**src/inc/pem_pkg.sv**
```systemverilog
// constants, limits and state type for the parameter error monitor
package pem_pkg;

	// setting word width and number of plain range checks
	localparam int SET_W   = 16;
	localparam int NUM_CHK = 10;

	// index of each setting in the range-check array
	localparam int IDX_H_OFFSET   = 0;
	localparam int IDX_WIDTH      = 1;
	localparam int IDX_V_OFFSET   = 2;
	localparam int IDX_HEIGHT     = 3;
	localparam int IDX_BANDWIDTH  = 4;
	localparam int IDX_EXPOSURE   = 5;
	localparam int IDX_GAIN       = 6;
	localparam int IDX_BRIGHTNESS = 7;
	localparam int IDX_BAL_UB     = 8;
	localparam int IDX_BAL_VR     = 9;

	// sensor frame extent, bounds offset plus size
	localparam logic [SET_W-1:0] FRAME_COLS = 16'h0290;
	localparam logic [SET_W-1:0] FRAME_ROWS = 16'h01EB;

	// lower and upper limits, one per check index
	localparam logic [SET_W-1:0] LIMIT_LO [NUM_CHK] = '{
		16'h0000, 16'h0001, 16'h0000, 16'h0001, 16'h0001,
		16'h0001, 16'h0000, 16'h0000, 16'h0000, 16'h0000};
	localparam logic [SET_W-1:0] LIMIT_HI [NUM_CHK] = '{
		16'h028F, 16'h0290, 16'h01EA, 16'h01EB, 16'h0064,
		16'h0FFF, 16'h03FF, 16'h00FF, 16'h01FF, 16'h01FF};

	// colour coding and trigger field widths and legal counts
	localparam int                CODE_W      = 4;
	localparam logic [CODE_W-1:0] COLOUR_CODES = 4'h4;
	localparam logic [CODE_W-1:0] TRIG_POLS    = 4'h2;
	localparam logic [CODE_W-1:0] TRIG_SRCS    = 4'h3;
	localparam logic [CODE_W-1:0] TRIG_MODES   = 4'h3;
	localparam logic [CODE_W-1:0] TRIG_SRC_INT = 4'h0;
	localparam logic [CODE_W-1:0] TRIG_SRC_SW  = 4'h2;
	localparam logic [CODE_W-1:0] TRIG_MODE_FREE  = 4'h0;
	localparam logic [CODE_W-1:0] TRIG_MODE_LEVEL = 4'h2;

	// temperature in whole degrees, signed
	localparam int               TEMP_W     = 8;
	localparam logic [TEMP_W-1:0] TEMP_LIMIT = 8'h46;

	// supply measurement in millivolts, with hysteresis
	localparam int                 SUPPLY_W       = 16;
	localparam logic [SUPPLY_W-1:0] SUPPLY_LOCK_MV = 16'h2710;
	localparam logic [SUPPLY_W-1:0] SUPPLY_RUN_MV  = 16'h2CEC;

	// startup sequence length
	localparam int CLK_MHZ        = 40;
	localparam int STARTUP_US     = 100;
	localparam int STARTUP_CYCLES = STARTUP_US * CLK_MHZ;
	localparam int STARTUP_W      = 12;

	// power sequencing states
	typedef enum logic [1:0] {
		PWR_LOCKOUT,
		PWR_STARTUP,
		PWR_RUN,
		PWR_HOT
	} power_state_t;

endpackage : pem_pkg

```
**src/range_check.sv**
```systemverilog
// inclusive range comparator for one setting word
`timescale 1ns/100ps
module range_check #(
	parameter int WIDTH = 16
) (
	// value and its limits
	input  wire logic [WIDTH-1:0] value_i,
	input  wire logic [WIDTH-1:0] lo_i,
	input  wire logic [WIDTH-1:0] hi_i,
	// result
	output wire logic             out_of_range_o
);

	// unsigned compare, both ends inclusive
	assign out_of_range_o = (value_i < lo_i) || (value_i > hi_i);

endmodule : range_check

```
**src/parameter_error_monitor.sv**
```systemverilog
// setting error flags, temperature watch and power sequencing
`timescale 1ns/100ps
module parameter_error_monitor
	import pem_pkg::*;
(
	// clock, reset, enable
	input  wire logic                clock_i,
	input  wire logic                arst_n_i,
	input  wire logic                ce_i,
	// imaging window settings
	input  wire logic [SET_W-1:0]    h_offset_i,
	input  wire logic [SET_W-1:0]    width_i,
	input  wire logic [SET_W-1:0]    v_offset_i,
	input  wire logic [SET_W-1:0]    height_i,
	input  wire logic [CODE_W-1:0]   colour_code_i,
	// scalar settings
	input  wire logic [SET_W-1:0]    bandwidth_i,
	input  wire logic [SET_W-1:0]    exposure_i,
	input  wire logic [SET_W-1:0]    gain_i,
	input  wire logic [SET_W-1:0]    brightness_i,
	input  wire logic [SET_W-1:0]    balance_ub_i,
	input  wire logic [SET_W-1:0]    balance_vr_i,
	// trigger settings
	input  wire logic [CODE_W-1:0]   trig_polarity_i,
	input  wire logic [CODE_W-1:0]   trig_source_i,
	input  wire logic [CODE_W-1:0]   trig_mode_i,
	// sensors
	input  wire logic [TEMP_W-1:0]   processor_temp_raw_i,
	input  wire logic [TEMP_W-1:0]   board_temp_raw_i,
	input  wire logic [SUPPLY_W-1:0] supply_mv_i,
	// error flags
	output logic                     window_format_fault_o,
	output logic                     bandwidth_fault_o,
	output logic                     exposure_fault_o,
	output logic                     gain_fault_o,
	output logic                     brightness_fault_o,
	output logic                     trigger_setup_fault_o,
	output logic                     colour_balance_fault_o,
	// temperature readings
	output logic [TEMP_W-1:0]        processor_temp_reading_o,
	output logic [TEMP_W-1:0]        board_temp_reading_o,
	// power status and control
	output logic                     overtemp_o,
	output logic                     lockout_o,
	output logic                     power_gen_en_o,
	output logic                     power_led_o,
	output logic                     core_reset_n_o
);

	// gather the plain range checks into one array
	logic [SET_W-1:0] chk_val [NUM_CHK];
	logic [NUM_CHK-1:0] chk_bad;

	assign chk_val[IDX_H_OFFSET]   = h_offset_i;
	assign chk_val[IDX_WIDTH]      = width_i;
	assign chk_val[IDX_V_OFFSET]   = v_offset_i;
	assign chk_val[IDX_HEIGHT]     = height_i;
	assign chk_val[IDX_BANDWIDTH]  = bandwidth_i;
	assign chk_val[IDX_EXPOSURE]   = exposure_i;
	assign chk_val[IDX_GAIN]       = gain_i;
	assign chk_val[IDX_BRIGHTNESS] = brightness_i;
	assign chk_val[IDX_BAL_UB]     = balance_ub_i;
	assign chk_val[IDX_BAL_VR]     = balance_vr_i;

	// one comparator per setting
	for (genvar i = 0; i < NUM_CHK; i++) begin : g_chk
		range_check #(
			.WIDTH (SET_W)
		) u_chk (
			.value_i        (chk_val[i]),
			.lo_i           (LIMIT_LO[i]),
			.hi_i           (LIMIT_HI[i]),
			.out_of_range_o (chk_bad[i])
		);
	end

	// a code field is legal when below its count
	function automatic logic code_bad(input logic [CODE_W-1:0] code, input logic [CODE_W-1:0] cnt);
		code_bad = (code >= cnt);
	endfunction : code_bad

	// window: one extra bit so offset plus size cannot wrap
	wire [SET_W:0] h_end = {1'b0, h_offset_i} + {1'b0, width_i};
	wire [SET_W:0] v_end = {1'b0, v_offset_i} + {1'b0, height_i};
	wire window_conflict = (h_end > {1'b0, FRAME_COLS}) || (v_end > {1'b0, FRAME_ROWS});
	wire window_bad = chk_bad[IDX_H_OFFSET] | chk_bad[IDX_WIDTH]
		| chk_bad[IDX_V_OFFSET] | chk_bad[IDX_HEIGHT]
		| code_bad(colour_code_i, COLOUR_CODES) | window_conflict;

	// trigger: free run needs internal source, edge needs external or software, level needs external
	wire trig_conflict = ((trig_mode_i == TRIG_MODE_FREE) != (trig_source_i == TRIG_SRC_INT))
		|| ((trig_mode_i == TRIG_MODE_LEVEL) && (trig_source_i == TRIG_SRC_SW));
	wire trig_bad = code_bad(trig_polarity_i, TRIG_POLS)
		| code_bad(trig_source_i, TRIG_SRCS)
		| code_bad(trig_mode_i, TRIG_MODES) | trig_conflict;

	// flags are recomputed every enabled cycle, so no clear is ever needed
	always_ff @(posedge clock_i or negedge arst_n_i) begin : p_flags
		if (!arst_n_i) begin
			window_format_fault_o  <= 1'b0;
			bandwidth_fault_o      <= 1'b0;
			exposure_fault_o       <= 1'b0;
			gain_fault_o           <= 1'b0;
			brightness_fault_o     <= 1'b0;
			trigger_setup_fault_o  <= 1'b0;
			colour_balance_fault_o <= 1'b0;
		end else if (ce_i) begin
			window_format_fault_o  <= window_bad;
			bandwidth_fault_o      <= chk_bad[IDX_BANDWIDTH];
			exposure_fault_o       <= chk_bad[IDX_EXPOSURE];
			gain_fault_o           <= chk_bad[IDX_GAIN];
			brightness_fault_o     <= chk_bad[IDX_BRIGHTNESS];
			trigger_setup_fault_o  <= trig_bad;
			colour_balance_fault_o <= chk_bad[IDX_BAL_UB] | chk_bad[IDX_BAL_VR];
		end
	end

	// temperature readings held for software, kept live even when hot
	always_ff @(posedge clock_i or negedge arst_n_i) begin : p_temp
		if (!arst_n_i) begin
			processor_temp_reading_o <= '0;
			board_temp_reading_o     <= '0;
		end else if (ce_i) begin
			processor_temp_reading_o <= processor_temp_raw_i;
			board_temp_reading_o     <= board_temp_raw_i;
		end
	end

	// compare the registered readings, signed degrees
	wire too_hot = ($signed(processor_temp_reading_o) >= $signed(TEMP_LIMIT))
		|| ($signed(board_temp_reading_o) >= $signed(TEMP_LIMIT));
	wire supply_low = supply_mv_i < SUPPLY_LOCK_MV;
	wire supply_ok  = supply_mv_i >= SUPPLY_RUN_MV;

	// power sequencer state and startup counter
	power_state_t         state_q, state_d;
	logic [STARTUP_W-1:0] start_cnt_q, start_cnt_d;
	localparam logic [STARTUP_W-1:0] START_LAST = STARTUP_W'(STARTUP_CYCLES - 1);

	// hot beats everything; only a reset (power cycle) leaves it
	always_comb begin : p_next
		state_d     = state_q;
		start_cnt_d = start_cnt_q;
		case (state_q)
			PWR_HOT: begin
				state_d = PWR_HOT;
			end
			PWR_LOCKOUT: begin
				start_cnt_d = '0;
				if (supply_ok) begin
					state_d = PWR_STARTUP;
				end
			end
			PWR_STARTUP: begin
				if (supply_low) begin
					state_d = PWR_LOCKOUT;
				end else if (start_cnt_q == START_LAST) begin
					state_d = PWR_RUN;
				end else begin
					start_cnt_d = start_cnt_q + 1'b1;
				end
			end
			PWR_RUN: begin
				if (supply_low) begin
					state_d = PWR_LOCKOUT;
				end
			end
			default: begin
				state_d = PWR_LOCKOUT;
			end
		endcase
		if (too_hot) begin
			state_d = PWR_HOT;
		end
	end

	// after reset the unit waits for a good supply, as after power-on
	always_ff @(posedge clock_i or negedge arst_n_i) begin : p_state
		if (!arst_n_i) begin
			state_q     <= PWR_LOCKOUT;
			start_cnt_q <= '0;
		end else if (ce_i) begin
			state_q     <= state_d;
			start_cnt_q <= start_cnt_d;
		end
	end

	// status outputs taken from next state so they track state_q exactly
	wire run_d   = (state_d == PWR_RUN);
	wire power_d = (state_d == PWR_RUN) || (state_d == PWR_STARTUP);
	always_ff @(posedge clock_i or negedge arst_n_i) begin : p_pwr_out
		if (!arst_n_i) begin
			overtemp_o     <= 1'b0;
			lockout_o      <= 1'b1;
			power_gen_en_o <= 1'b0;
			power_led_o    <= 1'b0;
			core_reset_n_o <= 1'b0;
		end else if (ce_i) begin
			overtemp_o     <= (state_d == PWR_HOT);
			lockout_o      <= (state_d == PWR_LOCKOUT);
			power_gen_en_o <= power_d;
			power_led_o    <= power_d;
			core_reset_n_o <= run_d;
		end
	end

endmodule : parameter_error_monitor

```
**config.mk**
```make
export PLATFORM = sky130hd
export DESIGN_NAME = parameter_error_monitor
export DESIGN_NICKNAME = d
export VERILOG_FILES = /design/src/inc/pem_pkg.sv /design/src/range_check.sv /design/src/parameter_error_monitor.sv
export SDC_FILE = /design/constraint.sdc
export NUM_CORES = 1
export LEC_CHECK = 0
export BUFFER_PORTS_ARGS = -buffer_cell sky130_fd_sc_hd__buf_4
export CORE_ASPECT_RATIO = 1.25
export CORE_UTILIZATION = 45
export DETAILED_ROUTE_END_ITERATION = 7
export PLACE_DENSITY_LB_ADDON = 0.2
export SLEW_MARGIN = 20
export SYNTH_ARGS = -nofsm -noshare
export SYNTH_HDL_FRONTEND = slang
export SYNTH_SLANG_ARGS = --single-unit
```
**constraint.sdc**
```tcl
create_clock -name clock_i -period 2.7 [get_ports clock_i]
set_clock_uncertainty 0.05 [all_clocks]
set_input_delay 0.54 -clock clock_i [delete_from_list [all_inputs] [get_ports clock_i]]
set_output_delay 0.54 -clock clock_i [all_outputs]
set_load 0.005 [all_outputs]
```
==> summary.md <==
| Metric | Value |
|---|---|
| Outcome | `finished, violations left` |
| Failing checks | `negative setup slack` |
| Routability cong. | `1.03` |
| Final setup fails | `1` |
| Port bufs | `197` |
| Pleak | `3.07 nW` |
| FMAX | `357 MHz` |
| Fin nets | `1013` |
| P_int | `1.67 mW` |
| First-pass GRT wire length | `23600 µm` |
| Die Area | `9310 µm²` |
| # Max-Cap Violations | `0` |
| CTS Buffer Depth | `2` |
| Initial Util | `46.4%` |
| Slew @ Worst Pin | `764 ps` |
| Post-synthesis compound-gate area fraction | `21.3%` |
| GRT overflow | `0` |
| Synth top area share | `24.9%` |
| Top cells by area, synth | `dfrtp_1, ha_1, mux2_2` |
| Asr flop ratio synth | `100%` |
| Mux cell area share after synthesis | `6.64%` |
| Largest family of logic cells by synthesized area | `simple AND/OR/NAND/NOR gates` |
| Power per Cell Area | `383 nW/µm²` |
| Total Routing Usage GR | `32.3%` |
| Setup TNS | `-97.5 ps` |
| CTS tree | `done` |
| NetSw | `849 µW` |
| Clk root buf | `clkbuf_8` |
| Gate power share | `49.0%` |
| Post-synth EDFFs | `0` |
| Max-slew violations | `0` |
| Hpwl dp | `12800 µm` |
| Clock Latency Late Sink | `290 ps` |
| Vias post-DR | `5140` |
| Primary FF master, synth | `dfrtp_1` |
| Synth warn | `0` |
| Worst EP required | `2820 ps` |
| Cells after Synth | `484` |
| Initial antenna violation count | `1` |
| ANT cells | `0` |
| Synth-to-layout area growth | `63.9%` |
| Number of global-route vias before repair | `5200` |
| Fin. Hold Viols | `0` |
| Reg power frac | `30.7%` |
| Post-Synth Simple-Gate Area | `25.7%` |
| CP endpoint kind | `register` |
| Synth Area in Adders | `12.2%` |
| Cts bufs inserted | `5` |
| Post-Syn Nets | `733` |
| Vias per Instance | `5.81` |
| Die Ht | `108 µm` |
| Mean area per synthesized cell | `8.30 µm²` |
| Post-route DRC | `0` |
| XOR/XNOR Fraction of Synth Area | `5.45%` |
| Drt first pass iters | `6` |
| H-tree depth | `2` |
| Final WL | `15500 µm` |
| Core Area | `8650 µm²` |
| Layout cells sized above 1 | `45.5%` |
| Hold Crit Class | `in2async` |
| Post-route ant nets | `0` |
| Max VDD drop | `0.194 mV` |
| Clock power frac | `20.3%` |
| Sink Count | `41` |
| Fin crit share | `104%` |
| Cts hold-fix bufs | `0` |
| Routed WL per cell | `17.5 µm` |
| Worst slack, placed | `-366 ps` |
| Switching share of power | `33.7%` |
| CP Launch Type | `input port` |
| Data arrival time of the worst path | `2920 ps` |
| Most instantiated library cell after synthesis | `nor2_1` |
| Distinct cells, synth | `61` |
| Filler Cell Count | `656` |
| Critical path class | `in2reg` |
| Core Rows | `38` |
| Initial DRC count | `299` |
| Clock-pin slew of the registers on the worst-case setup and hold paths | `80 ps` |
| I/O pins | `239` |
| Die W | `86.5 µm` |
| Register bit total from synthesis | `41` |
| Post-synthesis sequential area ratio | `25.6%` |
| RSZ-0062 raised after global routing | `yes` |
| Fin crit period | `2800 ps` |
| Area leader, netlist | `dfrtp_1` |
| Largest net degree at the start of global routing | `42` |
| Post-Synthesis Cell Area | `4020 µm²` |
| Critical Path Fanout Max | `3` |
| Synth cell count leaders | `nor2_1, dfrtp_1, a21oi_1, ha_1, nor4_1` |
| Slew HR | `48.5%` |
| Final WS setup | `-97.5 ps` |
path summary, 6_finish.rpt:
kind                                                     startpoint                             endpoint  slack, ps  depth (start not counted)
worst max-delay path                                     width_i[0]    window_format_fault_o$_DFFE_PN0P_       -100                         11
worst min-delay path                                       arst_n_i               overtemp_o$_DFFE_PN0P_        150                          1
worst max register to register           start_cnt_q[0]$_DFFE_PN0P_           start_cnt_q[9]$_DFFE_PN0P_        190                          9
worst min register to register  board_temp_reading_o[0]$_DFFE_PN0P_  board_temp_reading_o[0]$_DFFE_PN0P_        470                          1
max in group asynchronous                                  arst_n_i                lockout_o$_DFFE_PN1P_       2070                          1
min in group clock_i                            board_temp_raw_i[7]  board_temp_reading_o[7]$_DFFE_PN0P_        430                          2
metal layers:
layer	track usage [%]	vias up	part of all wire, %
li1	-	2421	-
met1	36.5	2420	37
met2	59.8	240	52
met3	4.14	57	6.6
met4	14.0	2	4.1
met5	0	-	0.084
timing repair:
| item | 4_1_cts | 5_1_grt |
|---|---|---|
| gates resized for setup | 0 | 23 |
| pin swaps | 1 | 14 |
| cloned | 0 | 0 |
| buffers inserted | 0 | 1 |
| endpoints found under the setup margin | 1 | 1 |
layout make-up:
type	count	area, µm²	share of cell area (%)
Sequential cell	41	1030	15.6
Clock inverter	1	30.0	0.456
Tap cell	120	150	2.28
Multi-Input combinational cell	410	3030	46.1
Timing Repair Buffer	291	2200	33.4
Clock buffer	7	86.3	1.31
Inverter	15	56.3	0.856
cell families (layout without fill, tap and decap cells):
group                      after synthesis  count (layout)
buffers and inverters                   33             314
muxes                                   24              24
and+or+nand+nor                        193             193
xor gates and xnor gates                25              25
DFF                                     41              41
adders and majority gates               38              38
AOI/OAI and AO/OA                      130             130
flip-flops by register name (all words and copies together), names as in the netlist, 2 cells and up:
signal,flops
start_cnt_q,12
board_temp_reading_o,8
processor_temp_reading_o,8
state_q,2
cell usage in the layout, fill, tap and decap left out, types with 11 or more instances in the layout:
| master | n |
|---|---|
| buf_4 | 288 |
| nor2_1 | 48 |
| dfrtp_1 | 40 |
| ha_1 | 32 |
| a21oi_1 | 31 |
| nor4_1 | 27 |
| nand2_1 | 23 |
| o21ai_0 | 23 |
| nand3_1 | 21 |
| mux2_2 | 21 |
| inv_1 | 15 |
| xor2_1 | 14 |
| xnor2_1 | 11 |
| nand4_1 | 11 |
stage by stage:
stage | total power [mW] | hold slack [ps] | util, % | area [µm²] | instances
after floorplan | 1.33 | 194 | - | 4080 | 484
after global placement | 1.91 | 442 | 73.2 | 6330 | 876
after detailed placement | 1.96 | 453 | 73.2 | 6330 | 876
after CTS | 2.47 | 178 | 74.5 | 6450 | 884
after global routing | 2.67 | 190 | 76.0 | 6580 | 885
final | 2.52 | 154 | 76.0 | 6580 | 885
power by group through the flow:
stage | combinational (mW) | clock, mW | sequential (mW)
6_report | 1.23 | 0.512 | 0.772
5_1_grt | 1.34 | 0.546 | 0.787
4_1_cts | 1.18 | 0.514 | 0.773
3_5_place_dp | 1.18 | 0 | 0.785
3_3_place_gp | 1.13 | 0 | 0.779
2_1_floorplan | 0.575 | 0 | 0.754
critical path, stage by stage:
cell      delay, ps
buf_4           120
ha_4            160
fa_2            390
a21oi_2         190
o21bai_2        100
nor2_2          170
o41ai_4         100
xor2_1          170
or4b_4          570
nor4_4          280
a31oi_1         120
Note: power is estimated with default switching activity, not from simulation.
